--- src/core/sync_sep_params.svh ---
// sync_sep_params.svh: register indices, field positions, reset values and timing
// assumes: included by the sync block and its package users; definitions only
`ifndef SYNC_SEP_PARAMS_SVH
`define SYNC_SEP_PARAMS_SVH

// register indices; byte address is four times the index
`define IDX_SYNC_CTRL 8'h0e
`define IDX_SEP_CTRL 8'h0f
`define IDX_INPUT_CTRL 8'h15
`define IDX_SEP_STATUS 8'h1a
`define ADDR_LSB 2

// field positions
`define BIT_GREEN_SEL 3
`define BIT_SEP_SEL 0
`define BIT_HOLD_SEL 5
`define BIT_CHAN_SEL 3
`define THR_LSB 8
`define THR_MSB 15
`define STAT_PRESENT 0
`define STAT_CNT_LSB 8
`define STAT_CNT_MSB 15

// reset values
`define RST_SYNC_CTRL 8'h00
`define RST_SEP_CTRL 8'h00
`define RST_INPUT_CTRL 8'h00
`define RST_THRESHOLD 8'h20

// timing: separator count period and system clock period
`define SEP_PERIOD_NS 200
`define CLK_PERIOD_NS 5
`define SEP_TICK_CYCLES (`SEP_PERIOD_NS / `CLK_PERIOD_NS)

// axi responses
`define RESP_OKAY 2'h0
`define RESP_SLVERR 2'h2

`endif

--- src/core/sync_sep_pkg.sv ---
// sync_sep_pkg: types shared by the sync select and separator block
// assumes: constants come from sync_sep_params.svh
package sync_sep_pkg;
    typedef enum logic [0:0] {
        seek_present,
        seek_absent
    } sep_state_t;
endpackage

--- src/core/pin_sync2.sv ---
// pin_sync2: two-flop synchroniser for a group of asynchronous pins
// assumes: single clock aclk, synchronous active-low reset, clock enable
`timescale 1ns/1ps
module pin_sync2 #(
    parameter int WIDTH = 1
) (
    // clock and reset
    input wire logic aclk,
    input wire logic aresetn,
    input wire logic ce,
    // pins
    input wire logic [WIDTH-1:0] pin,
    output logic [WIDTH-1:0] pin_sync
);
    logic [WIDTH-1:0] meta;

    // first stage feeds only the second stage
    always_ff @(posedge aclk) begin
        if (!aresetn) begin
            meta <= '0;
            pin_sync <= '0;
        end else if (ce) begin
            meta <= pin;
            pin_sync <= meta;
        end
    end
endmodule // pin_sync2

--- src/core/sync_select_and_separator.sv ---
// sync_select_and_separator: sync source muxes and composite frame-sync separator
// assumes: sync pins are asynchronous and already polarity-resolved (active high);
// registers are reached over axi4-lite on aclk
//
// Implementation choices: the AXI4-Lite register port and the register addresses.
`timescale 1ns/1ps
`include "sync_sep_params.svh"

// Overview of operation
// - ctrl 0x0E bit3 picks line or green sync; 0x0F bit5 picks hold or frame sync.
// - ctrl 0x0E bit0 picks direct frame sync or separator output.
// - ctrl 0x15 bit3 picks channel 0 or channel 1 input set.
// - separator is an 8-bit counter stepping every 200 ns (5 MHz).
// - separator sees only active or inactive level, polarity resolved earlier.
// - count up while sync active, down toward zero after it ends.
// - frame sync present when count climbs past programmable threshold.
// - on detection count clears, then counts up once frame level goes away.
// - frame sync absent only when count during absence reaches threshold.
// - after absence declared, count clears and presence detection restarts.
module sync_select_and_separator #(
    parameter int TICK_CYCLES = `SEP_TICK_CYCLES
) (
    // clock, reset, enable
    input wire logic aclk,
    input wire logic aresetn,
    input wire logic ce,
    // axi4-lite write address
    input wire logic [7:0] s_axi_awaddr,
    input wire logic s_axi_awvalid,
    output logic s_axi_awready,
    // axi4-lite write data
    input wire logic [31:0] s_axi_wdata,
    input wire logic [3:0] s_axi_wstrb,
    input wire logic s_axi_wvalid,
    output logic s_axi_wready,
    // axi4-lite write response
    output logic [1:0] s_axi_bresp,
    output logic s_axi_bvalid,
    input wire logic s_axi_bready,
    // axi4-lite read address
    input wire logic [7:0] s_axi_araddr,
    input wire logic s_axi_arvalid,
    output logic s_axi_arready,
    // axi4-lite read data
    output logic [31:0] s_axi_rdata,
    output logic [1:0] s_axi_rresp,
    output logic s_axi_rvalid,
    input wire logic s_axi_rready,
    // sync pins, channel 0 and channel 1
    input wire logic [1:0] line_sync_in,
    input wire logic [1:0] green_sync_in,
    input wire logic [1:0] frame_sync_in,
    input wire logic pll_hold_in,
    // selected sync outputs
    output logic line_sync_out,
    output logic pll_hold_out,
    output logic frame_sync_out,
    output logic frame_present,
    output logic chan_sel_out
);
    // registers
    logic [7:0] sync_ctrl;
    logic [7:0] sep_ctrl;
    logic [7:0] threshold;
    logic [7:0] input_ctrl;

    // axi state
    logic aw_held;
    logic w_held;
    logic [7:0] aw_addr;
    logic [31:0] w_data;
    logic [3:0] w_strb;

    // synchronised pins: {hold, frame1, frame0, green1, green0, line1, line0}
    logic [6:0] pins;
    logic [6:0] pins_s;

    // separator state
    sync_sep_pkg::sep_state_t state;
    logic [7:0] count;
    logic [7:0] next_count;
    logic [$clog2(TICK_CYCLES+1)-1:0] tick_cnt;
    logic tick;

    assign pins = {pll_hold_in, frame_sync_in, green_sync_in, line_sync_in};

    pin_sync2 #(
        .WIDTH(7)
    ) u_pin_sync (
        .aclk(aclk),
        .aresetn(aresetn),
        .ce(ce),
        .pin(pins),
        .pin_sync(pins_s)
    );

    // source selection
    wire chan = input_ctrl[`BIT_CHAN_SEL];
    wire line_c = chan ? pins_s[1] : pins_s[0];
    wire green_c = chan ? pins_s[3] : pins_s[2];
    wire frame_c = chan ? pins_s[5] : pins_s[4];
    wire green_sel = sync_ctrl[`BIT_GREEN_SEL];
    wire sep_sel = sync_ctrl[`BIT_SEP_SEL];
    wire hold_sel = sep_ctrl[`BIT_HOLD_SEL];
    wire line_src = green_sel ? green_c : line_c;
    wire frame_src = sep_sel ? frame_present : frame_c;
    wire hold_src = hold_sel ? frame_sync_out : pins_s[6];

    always_ff @(posedge aclk) begin
        if (!aresetn) begin
            line_sync_out <= 1'b0;
            frame_sync_out <= 1'b0;
            pll_hold_out <= 1'b0;
            chan_sel_out <= 1'b0;
        end else if (ce) begin
            line_sync_out <= line_src;
            frame_sync_out <= frame_src;
            pll_hold_out <= hold_src;
            chan_sel_out <= chan;
        end
    end

    // 5 MHz step derived from aclk; one tick every TICK_CYCLES cycles
    assign tick = (tick_cnt == (TICK_CYCLES - 1));

    always_ff @(posedge aclk) begin
        if (!aresetn || (ce && tick)) begin
            tick_cnt <= '0;
        end else if (ce) begin
            tick_cnt <= tick_cnt + 1'b1;
        end
    end

    // composite level; polarity was already resolved, so high means active
    wire comp = line_sync_out;
    wire at_max = (count == 8'hff);
    wire at_min = (count == 8'h00);
    wire over_thr = (count > threshold);
    wire reach_thr = (count >= threshold);

    always_comb begin
        next_count = count;
        unique case (state)
            sync_sep_pkg::seek_present: begin
                if (over_thr) begin
                    next_count = 8'h00;
                end else if (comp) begin
                    next_count = at_max ? count : count + 8'h01;
                end else begin
                    next_count = at_min ? count : count - 8'h01;
                end
            end
            sync_sep_pkg::seek_absent: begin
                if (comp || reach_thr) begin
                    next_count = 8'h00;
                end else begin
                    next_count = at_max ? count : count + 8'h01;
                end
            end
        endcase
    end

    always_ff @(posedge aclk) begin
        if (!aresetn) begin
            state <= sync_sep_pkg::seek_present;
            count <= 8'h00;
            frame_present <= 1'b0;
        end else if (ce && tick) begin
            count <= next_count;
            if (state == sync_sep_pkg::seek_present && over_thr) begin
                state <= sync_sep_pkg::seek_absent;
                frame_present <= 1'b1;
            end else if (state == sync_sep_pkg::seek_absent && !comp && reach_thr) begin
                state <= sync_sep_pkg::seek_present;
                frame_present <= 1'b0;
            end
        end
    end

    // axi4-lite slave: address and data taken in either order, one write at a time
    assign s_axi_awready = !aw_held && !s_axi_bvalid;
    assign s_axi_wready = !w_held && !s_axi_bvalid;
    assign s_axi_arready = !s_axi_rvalid;

    wire [7:0] w_idx = aw_addr >> `ADDR_LSB;
    wire [7:0] r_idx = s_axi_araddr >> `ADDR_LSB;
    wire w_go = aw_held && w_held && ce;
    wire w_map = (w_idx == `IDX_SYNC_CTRL) || (w_idx == `IDX_SEP_CTRL) ||
                 (w_idx == `IDX_INPUT_CTRL) || (w_idx == `IDX_SEP_STATUS);
    wire r_map = (r_idx == `IDX_SYNC_CTRL) || (r_idx == `IDX_SEP_CTRL) ||
                 (r_idx == `IDX_INPUT_CTRL) || (r_idx == `IDX_SEP_STATUS);
    wire [31:0] stat_word = {16'h0000, count, 7'h00, frame_present};
    wire [31:0] rd_word =
        (r_idx == `IDX_SYNC_CTRL) ? {24'h000000, sync_ctrl} :
        (r_idx == `IDX_SEP_CTRL) ? {16'h0000, threshold, sep_ctrl} :
        (r_idx == `IDX_INPUT_CTRL) ? {24'h000000, input_ctrl} :
        (r_idx == `IDX_SEP_STATUS) ? stat_word : 32'h00000000;

    always_ff @(posedge aclk) begin
        if (!aresetn) begin
            aw_held <= 1'b0;
            w_held <= 1'b0;
            aw_addr <= 8'h00;
            w_data <= 32'h00000000;
            w_strb <= 4'h0;
        end else begin
            if (s_axi_awvalid && s_axi_awready) begin
                aw_held <= 1'b1;
                aw_addr <= s_axi_awaddr;
            end else if (w_go) begin
                aw_held <= 1'b0;
            end
            if (s_axi_wvalid && s_axi_wready) begin
                w_held <= 1'b1;
                w_data <= s_axi_wdata;
                w_strb <= s_axi_wstrb;
            end else if (w_go) begin
                w_held <= 1'b0;
            end
        end
    end

    // register writes; status register ignores writes but answers okay
    always_ff @(posedge aclk) begin
        if (!aresetn) begin
            sync_ctrl <= `RST_SYNC_CTRL;
            sep_ctrl <= `RST_SEP_CTRL;
            threshold <= `RST_THRESHOLD;
            input_ctrl <= `RST_INPUT_CTRL;
        end else if (w_go) begin
            if (w_idx == `IDX_SYNC_CTRL && w_strb[0]) begin
                sync_ctrl <= w_data[7:0];
            end
            if (w_idx == `IDX_SEP_CTRL && w_strb[0]) begin
                sep_ctrl <= w_data[7:0];
            end
            if (w_idx == `IDX_SEP_CTRL && w_strb[1]) begin
                threshold <= w_data[`THR_MSB:`THR_LSB];
            end
            if (w_idx == `IDX_INPUT_CTRL && w_strb[0]) begin
                input_ctrl <= w_data[7:0];
            end
        end
    end

    always_ff @(posedge aclk) begin
        if (!aresetn) begin
            s_axi_bvalid <= 1'b0;
            s_axi_bresp <= `RESP_OKAY;
        end else if (w_go) begin
            s_axi_bvalid <= 1'b1;
            s_axi_bresp <= w_map ? `RESP_OKAY : `RESP_SLVERR;
        end else if (s_axi_bready) begin
            s_axi_bvalid <= 1'b0;
        end
    end

    // reads answer one cycle after the address is taken
    always_ff @(posedge aclk) begin
        if (!aresetn) begin
            s_axi_rvalid <= 1'b0;
            s_axi_rdata <= 32'h00000000;
            s_axi_rresp <= `RESP_OKAY;
        end else if (s_axi_arvalid && s_axi_arready) begin
            s_axi_rvalid <= 1'b1;
            s_axi_rdata <= rd_word;
            s_axi_rresp <= r_map ? `RESP_OKAY : `RESP_SLVERR;
        end else if (s_axi_rready) begin
            s_axi_rvalid <= 1'b0;
        end
    end
endmodule // sync_select_and_separator

--- config.mk ---
export PLATFORM = sky130hd
export DESIGN_NAME = sync_select_and_separator
export DESIGN_NICKNAME = d
export VERILOG_FILES = /design/src/core/sync_sep_pkg.sv /design/src/core/pin_sync2.sv /design/src/core/sync_select_and_separator.sv
export VERILOG_INCLUDE_DIRS = /design/src /design/src/core
export SDC_FILE = /design/constraint.sdc
export NUM_CORES = 1
export LEC_CHECK = 0
export ABC_AREA = 1
export BUFFER_PORTS_ARGS = -buffer_cell sky130_fd_sc_hd__buf_2
export CORE_MARGIN = 1
export CORE_UTILIZATION = 40
export CTS_BUF_LIST = sky130_fd_sc_hd__clkbuf_4 sky130_fd_sc_hd__clkbuf_8
export DETAILED_ROUTE_END_ITERATION = 10
export GPL_TIMING_DRIVEN = 1
export PLACE_DENSITY = 0.61
export SYNTH_ARGS = -nofsm -noshare
export SYNTH_HDL_FRONTEND = slang
export SYNTH_SLANG_ARGS = --single-unit
--- constraint.sdc ---
create_clock -name aclk -period 1.65 [get_ports aclk]
set_input_delay 0.33 -clock aclk [delete_from_list [all_inputs] [get_ports aclk]]
set_output_delay 0.33 -clock aclk [all_outputs]
set_load 0.01 [all_outputs]
# [Word level (Yosys, flattened, before mapping)]
# Cells that the tools add are included.
[word_totals] reg_bits=131 latchBits=0 ram_bits=0 romBits=0 input_bits=67 output_inout_bits=46 wordCells=108 n_memories=0
[classes] addsub=3 n_mul=0 n_div=0 magnitude_cmp=2 n_eq_ne=11 shift=0 muxes=27 n_bitwise=1 reduce_logical=41
[ops] operator="2-to-1 mux 16 bit" n=4
[ops] operator="2-to-1 mux 8 bit" n=5
[ops] operator="== test 6 x 4 -> 1 bit (second input constant)" n=4
[ops] operator="== test 6 x 5 -> 1 bit (second input constant)" n=4
[ops] operator="one-hot mux 8 bit (2 select lines)" n=1
[ops] operator="logical AND 1 bit" n=15
[ops] operator="2-to-1 mux 1 bit" n=15
[ops] operator="AND reduction 2 bit" n=6
[ops] operator="nonzero test 2 bit" n=5
[ops] operator="adder 8 x 1 -> 8 bit (second input constant)" n=1
[ops] operator="== test 8 bit (second input constant)" n=1
[ops] operator=">= comparator 8 bit" n=1
[ops] operator="greater-than comparator 8 bit" n=1
[ops] operator="logical NOT 8 bit" n=1
[ops] operator="logical OR 1 bit" n=8
[ops] operator="subtractor 8 x 1 -> 8 bit (second input constant)" n=1
[ops] operator="adder 6 x 1 -> 6 bit (second input constant)" n=1
[ops] operator="== test 6 bit (second input constant)" n=1
[ops] operator="logical NOT 1 bit" n=6
[ops] operator="2-to-1 mux 2 bit" n=2
[ops] operator="!= test 4 bit (second input constant)" n=1
[ops] operator="inverter 1 bit" n=1

# [Longest topological paths before layout]
[depth] depth_word=5 mapped_depth=16 mapped_depth_nobuf=15

# [Cells and area by module]
# A second synthesis with hierarchy kept.
[unflattened] hier_cells=777 hier_area_um2=5440.2
[by_module_without_submodules] mod="sync_select_and_separator" n_inst=1 cells_per_inst=689 area_each_um2=4822.1 seq_area_each_um2=1941.9
[by_module_without_submodules] mod="pin_sync2" n_inst=1 cells_per_inst=88 area_each_um2=618.1 seq_area_each_um2=280.3

# [Worst setup path after synthesis]
# No wires, ideal clock.
[synth_path] path_type="flip-flop to flip-flop" start="register count[3]" end="register count[2]" setup_ns=0.113 t_arrival_ns=1.605 required_time_ns=1.537 setup_slack_ns=-0.067 stages_incl_launch_ff=15 path_buffers=1 period_less_slack_ns=1.717 path_cell_list="dfxtp_1 > ha_1 > nand2_1 > inv_2 > nand2_1 > nand2_1 > nand2_1 > nand2_2 > nand2_2 > nand3_1 > nand2_2 > buf_6 > nand2_1 > nand2_1 > nor2_1"
[synth_between] elab_chain_cells=5 elab_cells_between_ends=12 cone_classes="2 x order compare; 2 x eq/ne; 5 x mux; 3 x reduce/logical"
[synth_lines] item="start: declaration" line_no="sync_select_and_separator.sv:80" text="logic [7:0] count;"
[synth_lines] item="start signal: assignment" line_no="sync_select_and_separator.sv:169" text="count <= next_count;"
[synth_lines] item="branches (longest 5 deep; another with >= comparator 8 bit)"
# Parallel ways; which one is timed is not known.
# A chain may end at the register's enable or synchronous reset.

# [Worst setup path after layout]
[layout_path] start="register threshold[3]" end="register count[7]"
[layout_between] elab_chain_cells=4 elab_cells_between_ends=8 cone_classes="2 x order compare; 1 x eq/ne; 3 x mux; 2 x reduce/logical"
[layout_lines] item="start: declaration" line_no="sync_select_and_separator.sv:64" text="logic [7:0] threshold;"
[layout_lines] item="start signal: assignment" line_no="sync_select_and_separator.sv:228" text="threshold <= `RST_THRESHOLD;"
[layout_lines] item="start signal: assignment" line_no="sync_select_and_separator.sv:238" text="threshold <= w_data[`THR_MSB:`THR_LSB];"
[layout_lines] item=">= comparator 8 bit" line_no="sync_select_and_separator.sv:139" text="wire reach_thr = (count >= threshold);"
[layout_lines] item="logical OR 1 bit" line_no="sync_select_and_separator.sv:154" text="if (comp || reach_thr) begin"
[layout_lines] item="2-to-1 mux 8 bit" line_no="sync_select_and_separator.sv:154"
[layout_lines] item="one-hot mux 8 bit (2 select lines)" line_no="sync_select_and_separator.sv:143" text="unique case (state)"
# Several ways; a longest one is shown, not always the timed one.

==> flow_summary_export.csv <==
group,metric,value,unit
critical_path,cp-start-kind,"register",
floorplanning,dieArea,13700,um^2
yosys,syn_area,5310,um^2
yosys,synthAdderAreaFrac,2.83,%
sta,fin_skew,12.0,ps
sta,post-route-period-util,100,%
placed_design,dp_hpwl,10.4,mm
final_layout,fin_nets,955,
sta,fmax,605,MHz
final_layout,multiInputGateArea,2810,um^2
floorplanning,ioPinCount,113,
critical_path,crit_type,"reg -> reg",
yosys,synth_xor_xnor_area_share,0.165,%
critical_path,worstPathMaxFanout,8,
pwr,powerDensity,770,nW/um^2
clock_network,clk_latency,390,ps
floorplanning,initial_core_util,41.6,%
final_layout,postLayoutCellArea,6640,um^2
final_layout,nFillCells,1290,
global_routing,first_global_vias,4788,
floorplanning,fp.coreArea,12800,um^2
yosys,synth_simple_gate_area_share,27.9,%
yosys,yosysSeqAreaShare,41.8,%
clock_network,cts_hold_buf,0,
placed_design,place_ws,-120,ps
yosys,synth_top_area_share,41.8,%
global_routing,grt_max_degree,32,
critical_path,required,1930,ps
yosys,synth_cells,762,
yosys,muxShareOfSynthArea,0,%
placed_design,place_congestion,0.914,
yosys,yosysMostFrequentCell,"nor2_1",
route,vias,5239,
route,drtAntennaViolNets,0,
route,drc,0,
yosys,synth_top_family_by_area,"simple AND/OR/NAND/NOR gates",
sta,finalHoldViolCount,0,
yosys,synth_flop_cell,"dfxtp_1",
sta,finalSetupViolCount,2,
hold_path,hold_path_class,"in -> reg",
flow_run,drv_cap,0,
sta,finalWorstSetupSlack,-3.72,ps
global_routing,overflow,0,
yosys,ys_async_sr_fraction,0,%
sta,relSlewSlack,62.1,%
route,wl,14.0,mm
route,wl_per_cell,13.3,um
clock_network,cts_root_buf,"clkbuf_8",
final_layout,antenna_cells,0,
final_layout,synthToLayoutAreaGrowth,24.9,%
clock_network,cts.sinks,111,
clock_network,cts_tree,"yes",
sta,worst_pin_slew,568,ps
final_layout,regArea,2240,um^2
global_routing,antenna_found_initial,0,
pwr,p_leak,2.98,nW
floorplanning,rows,41,
sta,min_period,1650,ps
yosys,syn_area_per_cell,6.97,um^2
yosys,netlist_top_cells_count,"nor2_1, nand2_1, dfxtp_1",
yosys,synth_cell_types,41,
yosys,synth_warnings,0,
pwr,vdd_drop_max,0.860,mV
yosys,synth.ff_latch_count,111,
clock_network,clk_pin_slew,110,ps
sta,tns,-4.24,ps
yosys,ys_top_cells_by_area,"dfxtp_1, nor2_1, nand2_1",
outcome,status,"finished with violations",
placed_design,dpl_cell_area,6120,um^2
sta,rsz0062_at_grt,"yes",
sta,slew_violations,0,
critical_path,crit_arrival,1930,ps
route,drtIter0Drc,327,
floorplanning,die_w,117,um
yosys,synth_compound_area_share,16.7,%
final_layout,drive_gt1_share,25.1,%
yosys,synth_area_leader_cell,"dfxtp_1",
route,via_per_inst,4.98,
clock_network,cts_max_level,3,
global_routing,grt_usage,21.4,%
global_routing,grt_pass1_wl,22.6,mm
route,drtPass1Iterations,5,
floorplanning,die_y,117,um
critical_path,timing.critical_path.to_type,"register",
outcome,violations,"negative setup slack",
clock_network,clock_path_buffers,2,
placed_design,port_buffers,72,
clock_network,cts_buffers,9,
final_layout,final_core_util,52.0,%
yosys,synth_edf_count,0,
critical path, stage by stage (launching register included):
cell and delay [ps]:
dfxtp_2 340, inv_2 50, ha_4 260, nand2_2 50, inv_2 50, nand2_2 50
nand2_2 50, nand2_2 60, nand2_4 110, nand2_4 70, buf_6 130, nand4_1 60
nand2_1 70, nor2_1 130, nor2_1 60
kinds of logic (layout without fill, tap and decap cells):
logic type,count (synthesis),after routing
buffers and inverters,124,225
other,1,18
and+or+nand+nor,344,345
DFF,111,111
xor gates and xnor gates,1,1
AOI/OAI and AO/OA,169,169
adders and majority gates,12,12
report_power, final:
group	switching, W	total [W]	internal, W
combinational	0.000309	0.000499	0.000190
sequential	0.0000743	0.00286	0.00278
clock	0.000975	0.00175	0.000779
total	0.00136	0.00511	0.00375
metrics by stage:
step	hold slack, ps	power [W]	cells
detailed placement	442	0.00341	1029
global route	154	0.00536	1053
finish	158	0.00511	1053
CTS	139	0.00517	1048
floorplan	425	0.00325	779
global placement	432	0.00340	1029
cells in the final DEF (no fill, tap or decap), types with 3 or more instances in the layout:
master and count:
a21oi_1 46, a31oi_1 6, buf_2 72, buf_4 56, buf_6 5, clkbuf_8 10, clkinv_1 3, conb_1 18
dfxtp_1 99, dfxtp_2 10, ha_1 5, ha_4 6, inv_1 57, inv_2 14, nand2_1 114, nand2_2 11
nand2_4 6, nand3_1 30, nand4_1 17, nor2_1 139, nor2_2 5, nor2_4 3, nor3_1 4, o211ai_1 3
o21ai_0 88, o21ai_1 9, o22ai_1 9
layer usage:
metal | track usage (%) | wire, um | vias up
li1 | - | - | 2682
met1 | 26.0 | 6090 | 2406
met2 | 37.4 | 7070 | 132
met3 | 4.58 | 575 | 19
met4 | 7.00 | 224 | 0
met5 | 0 | 0 | -
flip-flops by register name (all words and copies together), names as in the netlist, 2 cells and up:
register and flops:
input_ctrl 8, sep_ctrl 8, count 8, threshold 8, u_pin_sync.pin_sync 7, s_axi_rdata 16, aw_addr 6, sync_ctrl 8
tick_cnt 6, w_strb 2, w_data 16, u_pin_sync.meta 7
final timing paths:
path	start	end	slack, ps	cells past startpoint
max	threshold[3]	count[7]	-4	14
min	line_sync_in[0]	u_pin_sync.meta[0]	160	3
max reg2reg	threshold[3]	count[7]	-4	14
min reg2reg	sep_ctrl[7]	sep_ctrl[7]	460	2
cell type report:
class,instances,share of cell area (%)
Timing Repair Buffer,134,12.9
Multi-Input combinational cell,545,42.4
Sequential cell,111,33.8
Clock buffer,10,2.07
Inverter,75,4.28
Clock inverter,6,1.32
Tap cell,172,3.24
timing repair:
action / 4_1_cts / 5_1_grt
gates cloned: 1 / 1
endpoints found under the hold margin: 0 / 0
endpoints found under the setup margin: 9 / 17
resized for setup: 23 / 42
setup buffers: 2 / 4
pin swaps: 18 / 16
Note: power is estimated with default switching activity, not from simulation.
